### config.mk
export PLATFORM = sky130hd
export DESIGN_NAME = mbt_turnaround
export DESIGN_NICKNAME = d
export VERILOG_FILES = /design/src/mbt_pkg.sv /design/src/mbt_turnaround.sv /design/src/mbt_sync.sv
export SDC_FILE = /design/constraint.sdc
export NUM_CORES = 1
export LEC_CHECK = 0
export BUFFER_PORTS_ARGS = -buffer_cell sky130_fd_sc_hd__buf_2
export CAP_MARGIN = 20
export CELL_PAD_IN_SITES_DETAIL_PLACEMENT = 1
export CELL_PAD_IN_SITES_GLOBAL_PLACEMENT = 1
export CORE_MARGIN = 5
export CORE_UTILIZATION = 37
export CTS_BUF_LIST = sky130_fd_sc_hd__clkbuf_4 sky130_fd_sc_hd__clkbuf_8
export CTS_CLUSTER_DIAMETER = 40
export DETAILED_ROUTE_END_ITERATION = 10
export PLACE_DENSITY_LB_ADDON = 0.1
export SLEW_MARGIN = 40
export SYNTH_ARGS = -nofsm -noshare
export SYNTH_HDL_FRONTEND = slang
export SYNTH_SLANG_ARGS = --single-unit
### constraint.sdc
create_clock -name core_clk -period 2.2 [get_ports core_clk]
set_input_delay 0.33 -clock core_clk [delete_from_list [all_inputs] [get_ports core_clk]]
set_output_delay 0.33 -clock core_clk [all_outputs]
set_load 0.1 [all_outputs]
### src/mbt_pkg.sv
// shared constants and types for the muxed bus turnaround block
package mbt_pkg;

    // ****************************************
    // widths and counts
    // ****************************************
    localparam int AD_W = 32;
    localparam int SYNC_W = 2;
    localparam int SYNC_REQ = 0;
    localparam int SYNC_ACK = 1;
    // idle bus clocks that must separate two reads
    localparam logic [1:0] RD_GAP_BCLK = 2'h2;

    // ****************************************
    // types
    // ****************************************
    typedef enum logic [3:0] {
        ST_IDLE,
        ST_ADDR,
        ST_RDATA,
        ST_WDATA,
        ST_WHOLD,
        ST_RECOV,
        ST_GPREP,
        ST_GRANT,
        ST_GDROP,
        ST_GRESUME
    } mbt_state_e;

    typedef struct packed {
        logic ale;
        logic rd_n;
        logic wr_n;
        logic data_phase_indicator_n;
    } mbt_ctrl_s;

    typedef struct packed {
        logic valid;
        logic write;
        logic [AD_W-1:0] addr;
        logic [AD_W-1:0] wdata;
    } mbt_req_s;

    typedef struct packed {
        logic done;
        logic [AD_W-1:0] rdata;
    } mbt_rsp_s;

    typedef struct packed {
        mbt_state_e st;
        logic [1:0] cnt;
        logic wr;
        logic bclk;
        logic grant;
        mbt_ctrl_s ctrl;
        logic ctrl_oe_n;
        logic [AD_W-1:0] ad_out;
        logic ad_oe_n;
        mbt_rsp_s rsp;
    } mbt_state_s;

    typedef struct packed {
        logic [SYNC_W-1:0] s1;
        logic [SYNC_W-1:0] s2;
        logic [SYNC_W-1:0] s3;
        logic [SYNC_W-1:0] out;
    } mbt_sync_s;

    // ****************************************
    // reset values
    // ****************************************
    localparam mbt_ctrl_s CTRL_IDLE = '{ale: 1'b0, rd_n: 1'b1, wr_n: 1'b1,
        data_phase_indicator_n: 1'b1};

    localparam mbt_state_s STATE_RST = '{st: ST_IDLE, cnt: 2'h0, wr: 1'b0,
        bclk: 1'b0, grant: 1'b0, ctrl: CTRL_IDLE, ctrl_oe_n: 1'b0,
        ad_out: '0, ad_oe_n: 1'b1, rsp: '0};

    localparam mbt_sync_s SYNC_RST = '{s1: '0, s2: '0, s3: '0, out: '0};

endpackage

### src/mbt_turnaround.sv
// muxed address/data bus sequencer with turnaround and bus grant
`timescale 1ns/1ps
//
// Overview of operation
// - read drives address then floats bus; write drives address then data
// - after read, grant or idle the bus is floated; next cycle drives address
// - write ends driving data, then goes straight to address or float
// - no external cycle pending keeps the shared bus floated
// - two idle bus clocks at least between one read and the next
// - data phase indicator asserts only after bus floated; memory drives after
// - a bus request wins right after the current cycle completes
// - bus request sampled only at bus clock rising edges
// - while granted, all control outputs float except clock and grant
// - requester drops request when done; grant drops and control resumes
// - grant rises on bus clock rise, falls on bus clock fall
// - controls driven to idle levels before floating for a grant
// - read to next cycle: half clock plain, clock and half via request
// - data phase indicator negated in address phase, writes and idle
// - address latched as latch strobe falls; read floats bus there
module mbt_turnaround (
    input wire logic core_clk,
    input wire logic sys_rst,
    input wire logic core_ce,
    input wire mbt_pkg::mbt_req_s cyc_req,
    output mbt_pkg::mbt_rsp_s cyc_rsp,
    input wire logic [mbt_pkg::AD_W-1:0] ad_in,
    output logic [mbt_pkg::AD_W-1:0] ad_out,
    output logic ad_oe_n,
    output mbt_pkg::mbt_ctrl_s bus_ctrl,
    output logic ctrl_oe_n,
    input wire logic mem_ack,
    input wire logic ext_bus_request,
    output logic ext_bus_grant,
    output logic cpu_bus_clock
);
    import mbt_pkg::*;

    mbt_state_s q;
    mbt_state_s d;
    logic [SYNC_W-1:0] pins_raw;
    logic [SYNC_W-1:0] pins_sync;
    logic rise;
    logic go;
    logic req_hi;
    logic ack_hi;

    // ****************************************
    // pin synchronisers
    // ****************************************
    assign pins_raw = {mem_ack, ext_bus_request};

    mbt_sync u_sync (
        .core_clk(core_clk),
        .sys_rst(sys_rst),
        .core_ce(core_ce),
        .pin_in(pins_raw),
        .pin_out(pins_sync)
    );

    assign req_hi = pins_sync[SYNC_REQ];
    assign ack_hi = pins_sync[SYNC_ACK];
    // bus clock is core clock halved; this cycle ends with its rising edge
    assign rise = ~q.bclk;

    // ****************************************
    // sequencer
    // ****************************************
    always_comb begin
        d = q;
        go = 1'b0;
        d.bclk = ~q.bclk;
        d.rsp.done = 1'b0;
        unique case (q.st)
            ST_IDLE: begin
                go = rise;
            end
            ST_ADDR: begin
                if (rise) begin
                    d.ctrl.ale = 1'b0;
                    if (q.wr) begin
                        d.st = ST_WDATA;
                        d.ad_out = cyc_req.wdata;
                        d.ctrl.wr_n = 1'b0;
                    end else begin
                        d.st = ST_RDATA;
                        d.ad_oe_n = 1'b1;
                        d.ctrl.rd_n = 1'b0;
                    end
                end
            end
            ST_RDATA: begin
                // indicator waits half a clock behind the float
                if (!rise) begin
                    d.ctrl.data_phase_indicator_n = 1'b0;
                end else if (ack_hi) begin
                    d.st = ST_RECOV;
                    d.rsp.done = 1'b1;
                    d.rsp.rdata = ad_in;
                    d.ctrl = CTRL_IDLE;
                    d.cnt = RD_GAP_BCLK - 2'h1;
                end
            end
            ST_WDATA: begin
                if (rise && ack_hi) begin
                    d.st = ST_WHOLD;
                    d.rsp.done = 1'b1;
                    d.ctrl.wr_n = 1'b1;
                end
            end
            ST_WHOLD: begin
                go = rise;
            end
            ST_RECOV: begin
                // writes need no read gap, a grant already outlasts it
                if (rise) begin
                    if (q.cnt == 2'h0 || req_hi ||
                        (cyc_req.valid && cyc_req.write)) begin
                        go = 1'b1;
                    end else begin
                        d.cnt = q.cnt - 2'h1;
                    end
                end
            end
            ST_GPREP: begin
                if (rise) begin
                    d.st = ST_GRANT;
                    d.grant = 1'b1;
                    d.ctrl_oe_n = 1'b1;
                end
            end
            ST_GRANT: begin
                if (rise && !req_hi) begin
                    d.st = ST_GDROP;
                end
            end
            ST_GDROP: begin
                if (!rise) begin
                    d.st = ST_GRESUME;
                    d.grant = 1'b0;
                    d.ctrl_oe_n = 1'b0;
                end
            end
            ST_GRESUME: begin
                go = rise;
            end
            default: begin
                d = STATE_RST;
            end
        endcase
        if (go) begin
            d.ctrl = CTRL_IDLE;
            if (req_hi) begin
                d.st = ST_GPREP;
                d.ad_oe_n = 1'b1;
            end else if (cyc_req.valid) begin
                d.st = ST_ADDR;
                d.wr = cyc_req.write;
                d.ad_out = cyc_req.addr;
                d.ad_oe_n = 1'b0;
                d.ctrl.ale = 1'b1;
            end else begin
                d.st = ST_IDLE;
                d.ad_oe_n = 1'b1;
            end
        end
    end

    always_ff @(posedge core_clk) begin
        if (sys_rst) begin
            q <= STATE_RST;
        end else if (core_ce) begin
            q <= d;
        end
    end

    // ****************************************
    // outputs
    // ****************************************
    assign cyc_rsp = q.rsp;
    assign ad_out = q.ad_out;
    assign ad_oe_n = q.ad_oe_n;
    assign bus_ctrl = q.ctrl;
    assign ctrl_oe_n = q.ctrl_oe_n;
    assign ext_bus_grant = q.grant;
    assign cpu_bus_clock = q.bclk;

    // ****************************************
    // assertions
    // ****************************************
    AST_READ_FLOAT: assert property (@(posedge core_clk) disable iff (sys_rst)
        !bus_ctrl.rd_n |-> ad_oe_n && !bus_ctrl.ale)
        else $error("bus driven during read data phase");

    AST_WRITE_DRIVE: assert property (@(posedge core_clk) disable iff (sys_rst)
        $fell(bus_ctrl.wr_n) |-> !ad_oe_n && $past(bus_ctrl.ale))
        else $error("write data not driven after address");

    AST_WRITE_END_DATA: assert property (@(posedge core_clk)
        disable iff (sys_rst)
        $rose(bus_ctrl.wr_n) |-> !ad_oe_n ##1 !ad_oe_n)
        else $error("write ended without data driven");

    AST_IDLE_FLOAT: assert property (@(posedge core_clk) disable iff (sys_rst)
        q.st == ST_IDLE |-> ad_oe_n && bus_ctrl == CTRL_IDLE)
        else $error("bus driven while idle");

    AST_DPI_AFTER_FLOAT: assert property (@(posedge core_clk)
        disable iff (sys_rst)
        $fell(bus_ctrl.data_phase_indicator_n) |->
            $past(ad_oe_n) && ad_oe_n && !bus_ctrl.rd_n)
        else $error("data phase indicated before bus floated");

    AST_DPI_NEGATED: assert property (@(posedge core_clk)
        disable iff (sys_rst)
        (bus_ctrl.ale || !bus_ctrl.wr_n || q.st == ST_IDLE) |->
            bus_ctrl.data_phase_indicator_n)
        else $error("data phase indicated outside read data phase");

    AST_READ_GAP: assert property (@(posedge core_clk) disable iff (sys_rst)
        $rose(bus_ctrl.rd_n) |=> bus_ctrl.rd_n [*5])
        else $error("reads closer than two idle bus clocks");

    AST_GRANT_RISE: assert property (@(posedge core_clk)
        disable iff (sys_rst)
        $rose(ext_bus_grant) |-> $rose(cpu_bus_clock) && ctrl_oe_n)
        else $error("grant not raised on bus clock rise");

    AST_GRANT_FALL: assert property (@(posedge core_clk)
        disable iff (sys_rst)
        $fell(ext_bus_grant) |-> $fell(cpu_bus_clock))
        else $error("grant not dropped on bus clock fall");

    AST_GRANT_FLOAT: assert property (@(posedge core_clk)
        disable iff (sys_rst)
        ext_bus_grant |-> ctrl_oe_n && ad_oe_n && q.st != ST_ADDR)
        else $error("bus or control driven while granted");

    AST_IDLE_BEFORE_FLOAT: assert property (@(posedge core_clk)
        disable iff (sys_rst)
        $rose(ctrl_oe_n) |-> $past(bus_ctrl) == CTRL_IDLE
            && $past(ctrl_oe_n, 2) == 1'b0)
        else $error("control floated before idle levels driven");

    AST_GRANT_RELEASE: assert property (@(posedge core_clk)
        disable iff (sys_rst)
        (ext_bus_grant && !req_hi && !cpu_bus_clock) |=>
            ##[1:2] !ext_bus_grant)
        else $error("grant held after request dropped");

endmodule

### src/mbt_sync.sv
// three-stage pin synchroniser with agreement filter
`timescale 1ns/1ps
module mbt_sync (
    input wire logic core_clk,
    input wire logic sys_rst,
    input wire logic core_ce,
    input wire logic [mbt_pkg::SYNC_W-1:0] pin_in,
    output logic [mbt_pkg::SYNC_W-1:0] pin_out
);
    import mbt_pkg::*;

    mbt_sync_s q;
    mbt_sync_s d;

    // ****************************************
    // next state
    // ****************************************
    always_comb begin
        d = q;
        d.s1 = pin_in;
        d.s2 = q.s1;
        d.s3 = q.s2;
        // stage one feeds only stage two, so metastability stays contained
        for (int i = 0; i < SYNC_W; i++) begin
            if (q.s2[i] == q.s3[i]) begin
                d.out[i] = q.s3[i];
            end
        end
    end

    always_ff @(posedge core_clk) begin
        if (sys_rst) begin
            q <= SYNC_RST;
        end else if (core_ce) begin
            q <= d;
        end
    end

    assign pin_out = q.out;

endmodule

==> summary.md, run 1 <==
| Metric | Value |
|---|---|
| Fin cells | `slightly below 900` |
| Vias in the first global route | `approximately 5.0k` |
| Largest net degree at the start of global routing | `between 80 and 90` |
| Minimum clock period | `2.11 ns` |
| Placed insts | `860` |
| Hold Violations, Final | `0` |
| Max Slew Vio Count | `0` |
| Reg2reg end | `q[73]` |
| I/O pins | `between 150 and 200` |
| Hold Crit Depth | `3` |
| Mapped Area | `4890 µm²` |
| Critical path peak fanout | `16` |
| Nets | `approximately 800` |
| GRT Overall Usage | `~20%` |
| Worst Setup Path Type | `flip-flop to flip-flop` |
| Most used DFF post-synth | `dfxtp_1` |
| Crit path launch type | `flip-flop` |
| Worst Slack Setup Final | `~0.092 ns` |
| H-tree Lvls | `3` |
| Reg-to-reg startpoint | `q[77]` |
| GR Overflow Total | `0` |
| Die area | `about 16000 µm²` |
| Drt drc | `0` |
| Share of layout cells above drive strength 1 | `around two fifths` |
| CP Capture Type | `flip-flop` |
| Worst Hold Class | `input port to flip-flop` |
| Async SR Flop Fraction | `0%` |
| DR pass1 iterations | `4` |
| Syn nets | `around 700` |
| Final critical-path share of the clock period | `approximately 96%` |
| Fmax | `around 470 MHz` |
| First DRT Iteration DRCs | `approximately 280` |
| Post-CTS Hold Fix Bufs | `0` |
| Worst Hold End | `u_sync.d[4]` |
| Final Total Pwr | `roughly 0.006 W` |
| Mapped Cells | `599` |
| Clock buffer count from CTS | `9` |
| Initial antenna violation count | `0` |
| Die width | `~120 µm` |
| Clock sinks | `between 80 and 90` |
| Placer Congestion | `0.926` |
| Post-DP HPWL | `roughly 11000 µm` |
| Pre-CTS setup slack | `-0.116 ns` |
| Clock Skew | `about 0.012 ns` |
| Power Density | `1010 nW/µm²` |
| Initial core utilization | `37.4%` |
| Synth cell types | `60` |
| # rows | `42` |
| Number of synthesized flops with an enable pin | `0` |
| Yosys reg bits | `87` |
| Mean post-synth cell area | `between 8 and 9 µm²` |
| Min-Delay Startpoint | `ext_bus_request` |
| # setup viols final | `0` |
| Post-route ant nets | `0` |
| Reg2Reg Setup Slack | `around 0.092 ns` |
| Peak supply drop | `between 0.0004 and 0.0005 V` |
| Placed inst area | `about 5600 µm²` |
| Relative slew slack | `approximately 65%` |
| Cell leakage power | `approximately 2.5 nW` |
| Max-cap violations | `0` |
| Clock Tree Buf Depth | `2` |
| Final core utilization | `between 40% and 50%` |
| Worst EP required | `2.46 ns` |
| Vert. Die Dim | `125 µm` |
| Post-DR wirelength/cell | `roughly 18 µm` |
| Slew @ Worst Pin | `roughly 0.54 ns` |
| Status | `finished clean` |
| Reg clk slew, reported paths | `around 0.090 ns` |
| Worst r2r path cells | `7` |
| # diodes | `0` |
| CTS tree | `yes` |
| Arrival @ worst endpoint | `between 2 and 2.5 ns` |
| Clock Root Buffer | `clkbuf_8` |
| Ys Warns | `0` |
| Port Buffers | `approximately 180` |
| Post-Layout Inst Area | `5960 µm²` |
| Placeable Area | `roughly 13000 µm²` |
| Drt via density | `5.45` |
| Synth-to-layout area growth | `21.9%` |
| Seq/Total Area, Yosys | `a little over a third` |
| First-pass GRT wire length | `between 20000 and 30000 µm` |
| Via count | `~4.8k` |
| Final WL | `~16000 µm` |
| RSZ-0062 raised after global routing | `true` |
| Skew-Pair Late Insertion Delay | `roughly 0.37 ns` |
[cell type report]
class / instances / area, µm²
fill: 1606 / 7120
multi-input combinational: 381 / 2480
sequential: 87 / 1750
timing repair buffer: 209 / 1270
tap: 176 / 220
clock buffer: 9 / 124
clock inverter: 7 / 87.6
inverter: 10 / 37.5
[through the flow]
step | TNS (ns) | hold WS, ns
floorplan | 0 | 0.432
finish | 0 | 0.186
global placement | -0.0823 | 0.435
CTS | 0 | 0.164
global route | -0.0551 | 0.190
detailed placement | -1.65 | 0.443
[Yosys cell counts, drive strengths merged, types with 2 or more instances]
master / n / share of area (%)
a211oi: 2 / 0.31
a21o: 3 / 0.46
a21oi: 51 / 5.2
a221o: 2 / 0.41
a221oi: 35 / 8.1
a31o: 2 / 0.36
a31oi: 3 / 0.38
buf: 95 / 14
clkbuf: 26 / 2.0
dfxtp: 87 / 36
inv: 9 / 0.69
mux2i: 6 / 1.2
nand2: 79 / 6.1
nand2b: 4 / 0.51
nand3: 33 / 3.4
nor2: 56 / 4.3
nor2b: 5 / 0.69
nor3: 9 / 1.4
nor4: 3 / 0.38
o211ai: 3 / 0.46
o21ai: 15 / 1.5
o31ai: 2 / 0.31
o32ai: 32 / 6.2
or2: 3 / 0.38
or3: 4 / 0.51
or3b: 2 / 0.36
or4: 3 / 0.46
[repair_timing]
item                                    in CTS  in global routing
resized for setup                            3                 26
pin swaps                                    0                  3
buffers inserted                             0                  2
cloned                                       0                  1
endpoints found under the setup margin      32                 37
[state kept, by name, indices dropped and copies added (netlist names)]
name and cells:
u_sync.pin_out 2, q 7, ctrl_oe_n 1, ad_out 32, cyc_rsp 33, cpu_bus_clock 1, ad_oe_n 1, bus_ctrl 4
u_sync.q 2, u_sync.d 4
[worst max-delay path, cell delays in order, from the launching register on]
cell	delay, ns
dfxtp_1	0.34
buf_4	0.18
nor4b_1	0.34
nand2_1	0.19
nor3_4	0.30
clkbuf_16	0.28
o21ai_0	0.11
a31o_2	0.26
[placed cells by master (no fill, tap or decap), drive strengths merged, types with 2 or more instances in the layout]
cell    count
a211oi      2
a21o        3
a21oi      51
a221o       2
a221oi     35
a31o        2
a31oi       3
buf       208
bufinv      2
clkbuf     10
clkinv      5
dfxtp      87
inv         9
mux2i       6
nand2      79
nand2b      4
nand3      33
nor2       56
nor2b       5
nor3        9
nor4        3
o211ai      3
o21ai      15
o31ai       2
o32ai      32
or2         3
or3         4
or3b        2
or4         3
[kinds of logic (layout without fill, tap and decap cells)]
logic type / count (synthesis) / after routing / share of synthesized area [%]
XOR/XNOR: 1 / 1 / 0.179
buffers and inverters: 131 / 235 / 16.6
AND/OR/NAND/NOR: 209 / 209 / 19.9
AO/OA/AOI/OAI: 163 / 163 / 26.0
multiplexers: 6 / 6 / 1.23
adder cells (fa/ha/maj): 2 / 2 / 0.460
flip-flops: 87 / 87 / 35.6
[power breakdown]
group	leakage, nW	total, W	internal, W	switching (W)
Clock	0.109	0.00122	0.000631	0.000591
Combinational	1.67	0.00293	0.000957	0.00197
Sequential	0.708	0.00187	0.00173	0.000140
[worst max path at each step]
| stage | cells after the start | to | startpoint |
|---|---|---|---|
| finish | 7 | q[73] | q[77] |
| detailed placement | 8 | ad_out[10] | q[74] |
| floorplan | 7 | bus_ctrl[3] | cpu_bus_clock |
| global placement | 8 | ad_out[15] | q[74] |
| global route | 7 | q[73] | q[77] |
| CTS | 8 | ad_out[2] | q[74] |
[per-layer routing]
layer	global-route usage, %	part of all wire (%)	vias to the layer above
met5	0	0	-
met2	32.0	48	136
met3	3.45	4.5	19
met4	7.08	1.9	0
met1	26.4	46	2330
li1	-	-	2305
No activity file was read; power rests on OpenSTA's default activity.
==> run 2: changes to the inputs <==
- CORE_UTILIZATION: 37 -> 40
- RECOVER_POWER: default -> 100
- clock period: 2.2 -> 2.65 ns (I/O delays scaled with it)
==> run 2 against run 1 <==
  * Clock-buffer cell count increased by 1
  * Non-clock buffer count is 12 lower
  * Critical path type unchanged
  * First-iteration DRC count grew 7.8%
  * Flip-flop and latch count stayed put
  * Critical endpoint is now cyc_rsp[29]
==> summary.md, run 2 (same netlist as run 1, synthesis figures left out) <==
| Metric | Value |
|---|---|
| Largest net degree at the start of global routing | `55 (-35%)` |
| Cell leakage power | `2.03 nW (-18%)` |
| Clock sinks | `87 (unchanged)` |
| Placeable Area | `12000 µm² (-8.2%)` |
| Worst EP required | `2.84 ns (+0.38 ns)` |
| CTS tree | `yes` |
| Commonest non-fill, non-tap cell in the layout | `buf_2` |
| Initial core utilization | `40.7% (+3.3 points)` |
| Commonest non-fill, non-tap cells in the layout | `buf_2 (101), dfxtp_1 (87), nand2_1 (79), clkbuf_1 (73), nor2_1 (55)` |
| Drt drc | `0 (unchanged)` |
| Status | `finished clean` |
| Hold Violations, Final | `0 (unchanged)` |
| Port Buffers | `175 (unchanged)` |
| GR Overflow Total | `0 (unchanged)` |
| Placed inst area | `5390 µm² (-3.0%)` |
| Share of layout cells above drive strength 1 | `24.3% (-15 points)` |
| Critical path startpoint | `q[76]` |
| Max FFs per register | `33 (unchanged)` |
| Vias in the first global route | `4955 (+0.061%)` |
| # diodes | `0 (unchanged)` |
| Die area | `14500 µm² (-6.9%)` |
| Clock Root Buffer | `clkbuf_8` |
| First DRT Iteration DRCs | `304 (+7.8%)` |
| Post-DP HPWL | `11100 µm (+0.50%)` |
| RSZ-0062 raised after global routing | `false` |
| Slew @ Worst Pin | `1.28 ns (+0.741 ns)` |
| Initial antenna violation count | `0 (unchanged)` |
| Final WL | `15700 µm (-1.1%)` |
| DR pass1 iterations | `4 (unchanged)` |
| Hold slack | `0.275 ns (+0.0896 ns)` |
| Reg-to-reg startpoint | `q[76]` |
| Clock buffer count from CTS | `9 (unchanged)` |
| Minimum clock period | `2.44 ns (+0.327 ns)` |
| Skew-Pair Late Insertion Delay | `0.36 ns (about the same)` |
| Max-cap violations | `0 (unchanged)` |
| Post-CTS Hold Fix Bufs | `0 (unchanged)` |
| Crit path launch type | `flip-flop` |
| Die width | `121 µm (-3.5%)` |
| Power Density | `869 nW/µm² (-14%)` |
| Clock Tree Buf Depth | `2 (unchanged)` |
| Fillcell total | `1517 (-5.5%)` |
| Placer Congestion | `0.885 (-4.5%)` |
| First-pass GRT wire length | `24900 µm (-3.2%)` |
| Synth-to-layout area growth | `12.3%` |
| Worst Setup Path Type | `flip-flop to flip-flop` |
| Nets | `790 (-1.5%)` |
| Clock Skew | `0.00893 ns (-0.00330 ns)` |
| # rows | `40 (-4.8%)` |
| Peak supply drop | `0.000406 V (-3.8%)` |
| CP Capture Type | `flip-flop` |
| Post-route ant nets | `0 (unchanged)` |
| Via count | `4722 (-1.4%)` |
| Post-Layout Inst Area | `5490 µm² (-7.9%)` |
| Post-Route Setup TNS | `0 ns (unchanged)` |
| Relative slew slack | `14.9% (-50 points)` |
| Final critical-path share of the clock period | `91.9% (-3.9 points)` |
| Post-CTS Resized | `0 (-3)` |
| GRT Overall Usage | `21.0% (+1.3 points)` |
| I/O pins | `176 (unchanged)` |
| Arrival @ worst endpoint | `2.63 ns (+0.26 ns)` |
| Max Slew Vio Count | `0 (unchanged)` |
| Post-DR wirelength/cell | `18.7 µm (+3.9%)` |
| Drt via density | `5.64 (+3.5%)` |
| Reg clk slew, reported paths | `0.09 ns (about the same)` |
| Worst Hold Class | `input port to flip-flop` |
| # setup viols final | `0 (unchanged)` |
| Vert. Die Dim | `121 µm (-3.5%)` |
| Critical path peak fanout | `32 (+16)` |
| Fmax | `411 MHz (-13%)` |
| Post-CTS Setup Bufs | `0 (unchanged)` |
| Final Total Pwr | `0.00477 W (-21%)` |
| Min-Delay Startpoint | `ad_in[14]` |
| H-tree Lvls | `3 (unchanged)` |
-- run 2: cell count changes in the layout (fill, tap and decap cells not counted), sizes merged --
cell      delta
clkbuf      +78
clkinvlp     +2
clkinv       -4
buf         -89
-- run 2: worst paths after layout --
kind,end,slack [ns],cells past startpoint
setup / recovery,cyc_rsp[29],0.21,7
hold / removal,cyc_rsp[14],0.28,3
setup reg to reg,cyc_rsp[29],0.21,7
hold reg to reg,cyc_rsp[11],0.45,2
-- run 2: critical path, cell delays in order, from the launching register on --
cell	delay, ns
dfxtp_1	0.43
buf_4	0.25
or2_2	0.33
o31ai_1	0.42
nor3_2	0.08
clkbuf_2	0.43
nand3_1	0.23
a21oi_1	0.08
-- run 2: cell type report --
type / count / area, µm² / area share [%]
Multi-Input combinational cell: 381 / 2330 / 42.4
Sequential cell: 87 / 1740 / 31.7
Timing Repair Buffer: 197 / 977 / 17.8
Tap cell: 147 / 184 / 3.35
Clock buffer: 10 / 138 / 2.51
Clock inverter: 5 / 82.6 / 1.50
Inverter: 10 / 37.5 / 0.684
-- run 2: metal layers --
layer / GRT usage (%) / vias to the layer above / wire, µm
met5: 0 / - / 0
met4: 6.52 / 0 / 216
met3: 3.55 / 16 / 688
met2: 36.6 / 106 / 7920
met1: 26.3 / 2334 / 6830
li1: - / 2266 / -
-- run 2: report_power, final --
group          leakage (nW)  internal [W]  total (W)  switching [W]
Sequential            0.707       0.00143    0.00158       0.000146
Clock                 0.101      0.000551    0.00104       0.000491
Combinational          1.22      0.000613    0.00215        0.00154
Total                  2.03       0.00260    0.00477        0.00217
-- run 2: per-stage QoR --
stage / setup slack (ns) / std cells / util [%]
global route: 0.0660 / 837 / 45.7
finish: 0.215 / 837 / 45.7
CTS: 0.194 / 837 / 46.7
detailed placement: 0.229 / 822 / 44.9
floorplan: 0.145 / 599 / -
global placement: 0.400 / 822 / 44.9
==> run 3: changes to the inputs <==
- CORE_UTILIZATION: 40 -> 33
- REMOVE_ABC_BUFFERS: default -> 1
- clock period: 2.65 -> 2 ns (I/O delays scaled with it)
==> run 3 against run 2 <==
  * The run now ends with setup timing left
  * Combinational power grew 70%
  * Critical endpoint is now ad_out[1]
  * Highest routed layer unchanged
  * Clock skew rose by 0.0024 ns
  * Sequential power up 34%
  * Via count grew 3.7%
  * Non-clock buffer count grew 35
==> summary.md, run 3 (same netlist as run 1, synthesis figures left out) <==
| Metric | Value |
|---|---|
| Status | `finished, violations left` |
| Failing checks | `setup timing` |
| Worst r2r path cells | `5 (-2)` |
| Reg-to-reg startpoint | `q[79]` |
| GR Overflow Total | `0 (unchanged)` |
| Cell leakage power | `2.60 nW (+28%)` |
| Commonest non-fill, non-tap cell in the layout | `buf_2` |
| Post-DR wirelength/cell | `19.2 µm (+2.7%)` |
| Post-Route Setup TNS | `-0.397 ns (-0.397 ns)` |
| Final Total Pwr | `0.00707 W (+48%)` |
| Reg2Reg Setup Slack | `-0.09 ns (-0.31 ns)` |
| GRT Overall Usage | `18.7% (-2.3 points)` |
| Worst Hold Class | `input port to flip-flop` |
| Clock buffer count from CTS | `9 (unchanged)` |
| Vert. Die Dim | `132 µm (+9.3%)` |
| Clock sinks | `87 (unchanged)` |
| Worst Slack Setup Final | `-0.0906 ns (-0.305 ns)` |
| Via count | `4898 (+3.7%)` |
| Die width | `132 µm (+9.3%)` |
| Placed inst area | `5700 µm² (+5.6%)` |
| Fmax | `478 MHz (+16%)` |
| Worst EP required | `2.26 ns (-0.58 ns)` |
| Reg clk slew, reported paths | `0.10 ns (about the same)` |
| Worst path max stage delay | `0.60 ns (+0.17 ns)` |
| Placer Congestion | `0.856 (-3.2%)` |
| H-tree Lvls | `3 (unchanged)` |
| # rows | `44 (+10%)` |
| Arrival @ worst endpoint | `2.35 ns (-0.28 ns)` |
| Placed insts | `885 (+7.7%)` |
| Clock Root Buffer | `clkbuf_8` |
| Final WL | `17500 µm (+12%)` |
| First DRT Iteration DRCs | `212 (-30%)` |
| Placeable Area | `14500 µm² (+21%)` |
| Hold Violations, Final | `0 (unchanged)` |
| Die area | `17400 µm² (+19%)` |
| DR pass1 iterations | `4 (unchanged)` |
| Clock Skew | `0.0113 ns (+0.00238 ns)` |
| Fillcell total | `1780 (+17%)` |
| Largest net degree at the start of global routing | `84 (+53%)` |
| Crit path launch type | `flip-flop` |
| Clock Tree Buf Depth | `2 (unchanged)` |
| Max FFs per register | `33 (unchanged)` |
| Skew-Pair Late Insertion Delay | `0.37 ns (about the same)` |
| Reg2reg end | `ad_out[1]` |
| CP Capture Type | `flip-flop` |
| Max stage delay cell, worst path | `or4b_4` |
| Drt drc | `0 (unchanged)` |
| Peak supply drop | `0.000383 V (-5.5%)` |
| Relative slew slack | `43.3% (+28 points)` |
| Max-cap violations | `0 (unchanged)` |
| Minimum clock period | `2.09 ns (-0.345 ns)` |
| CTS tree | `yes` |
| Critical path peak fanout | `32 (unchanged)` |
| Slew @ Worst Pin | `0.850 ns (-0.426 ns)` |
| First-pass GRT wire length | `27000 µm (+8.7%)` |
| Max Slew Vio Count | `0 (unchanged)` |
| Port Buffers | `175 (unchanged)` |
| Share of layout cells above drive strength 1 | `45.5% (+21 points)` |
| Post-route ant nets | `0 (unchanged)` |
| Drt via density | `5.38 (-4.7%)` |
| Nets | `825 (+4.4%)` |
| Post-Layout Inst Area | `6440 µm² (+17%)` |
| RSZ-0062 raised after global routing | `true` |
| Synth-to-layout area growth | `31.7%` |
| Critical path startpoint | `q[79]` |
| Initial antenna violation count | `1 (+1)` |
| Pre-CTS setup slack | `-0.244 ns (-0.473 ns)` |
| Final critical-path share of the clock period | `105% (+13 points)` |
| Power Density | `1100 nW/µm² (+26%)` |
| Initial core utilization | `33.7% (-7.1 points)` |
| Fin cells | `911 (+8.8%)` |
| Post-CTS Hold Fix Bufs | `0 (unchanged)` |
| # setup viols final | `16 (+16)` |
| Worst Setup Path Type | `flip-flop to flip-flop` |
| Crit-path cells | `or4b_4, nor3_4, buf_12, a221oi_2, o32ai_1` |
| Commonest non-fill, non-tap cells in the layout | `buf_2 (100), dfxtp_1 (81), nand2_1 (78), clkbuf_2 (75), a21oi_1 (50)` |
| Vias in the first global route | `5080 (+2.5%)` |
| I/O pins | `176 (unchanged)` |
| Post-DP HPWL | `12100 µm (+8.5%)` |
| Setup crit end | `ad_out[1]` |
run 3: cell count changes in the layout (fill, tap and decap cells not counted), moves of 5 or more:
cell,before,now
nor2_2,1,7
nor2_1,55,49
dfxtp_1,87,81
a221oi_4,0,10
a221oi_2,12,24
clkbuf_2,5,75
o32ai_2,3,14
dfxtp_2,0,5
a221oi_1,23,1
buf_12,3,8
o32ai_1,29,18
clkbuf_1,73,4
buf_4,15,38
run 3: final cells by class:
cell class	count	area (µm²)	area share, %
Multi-Input combinational cell	381	2770	43.0
Sequential cell	87	1750	27.2
Timing Repair Buffer	232	1450	22.5
Tap cell	184	230	3.57
Clock buffer	9	124	1.92
Clock inverter	7	77.6	1.20
Inverter	10	37.5	0.583
Antenna cell	1	2.50	0.0389
run 3: worst min path at each step:
stage	startpoint	endpoint	slack, ns	cells after the start
5_1_grt	ad_in[20]	cyc_rsp[20]	0.15	3
3_5_place_dp	cyc_rsp[6]	cyc_rsp[6]	0.44	2
6_report	ad_in[6]	cyc_rsp[6]	0.17	3
4_1_cts	ad_in[31]	cyc_rsp[31]	0.15	3
3_3_place_gp	cyc_rsp[22]	cyc_rsp[22]	0.44	2
2_1_floorplan	sys_rst	cyc_rsp[0]	0.37	1
run 3: layer usage:
layer	global-route usage [%]	vias to the layer above	wire, µm
met3	5.99	23	1230
met4	6.86	0	393
met5	0	-	0
met2	31.2	145	8490
met1	22.4	2369	7390
li1	-	2361	-
run 3: stage by stage:
stage          hold slack [ns]  util (%)
2_1_floorplan            0.369         -
3_3_place_gp             0.436      39.2
4_1_cts                  0.150      42.3
3_5_place_dp             0.444      39.2
5_1_grt                  0.151      44.3
6_report                 0.172      44.3
run 3: repair_timing:
item / CTS / global route
pin swaps: 13 / 10
resized for setup: 43 / 41
endpoints found under the setup margin: 40 / 75
buffers inserted: 5 / 2
gates cloned: 1 / 2
run 3: worst max-delay path: cells and delay by family, from the launching register on:
kind | cells | cell delay [ns]
AOI/OAI and AO/OA | 2 | 0.45
buffers and inverters | 1 | 0.28
DFF | 1 | 0.38
and+or+nand+nor | 2 | 0.80
run 3: report_power, final:
group | internal, W | leakage [nW] | switching (W)
Sequential | 0.00191 | 0.709 | 0.000198
Clock | 0.000592 | 0.101 | 0.000719
Combinational | 0.00131 | 1.79 | 0.00234
Total | 0.00381 | 2.60 | 0.00325
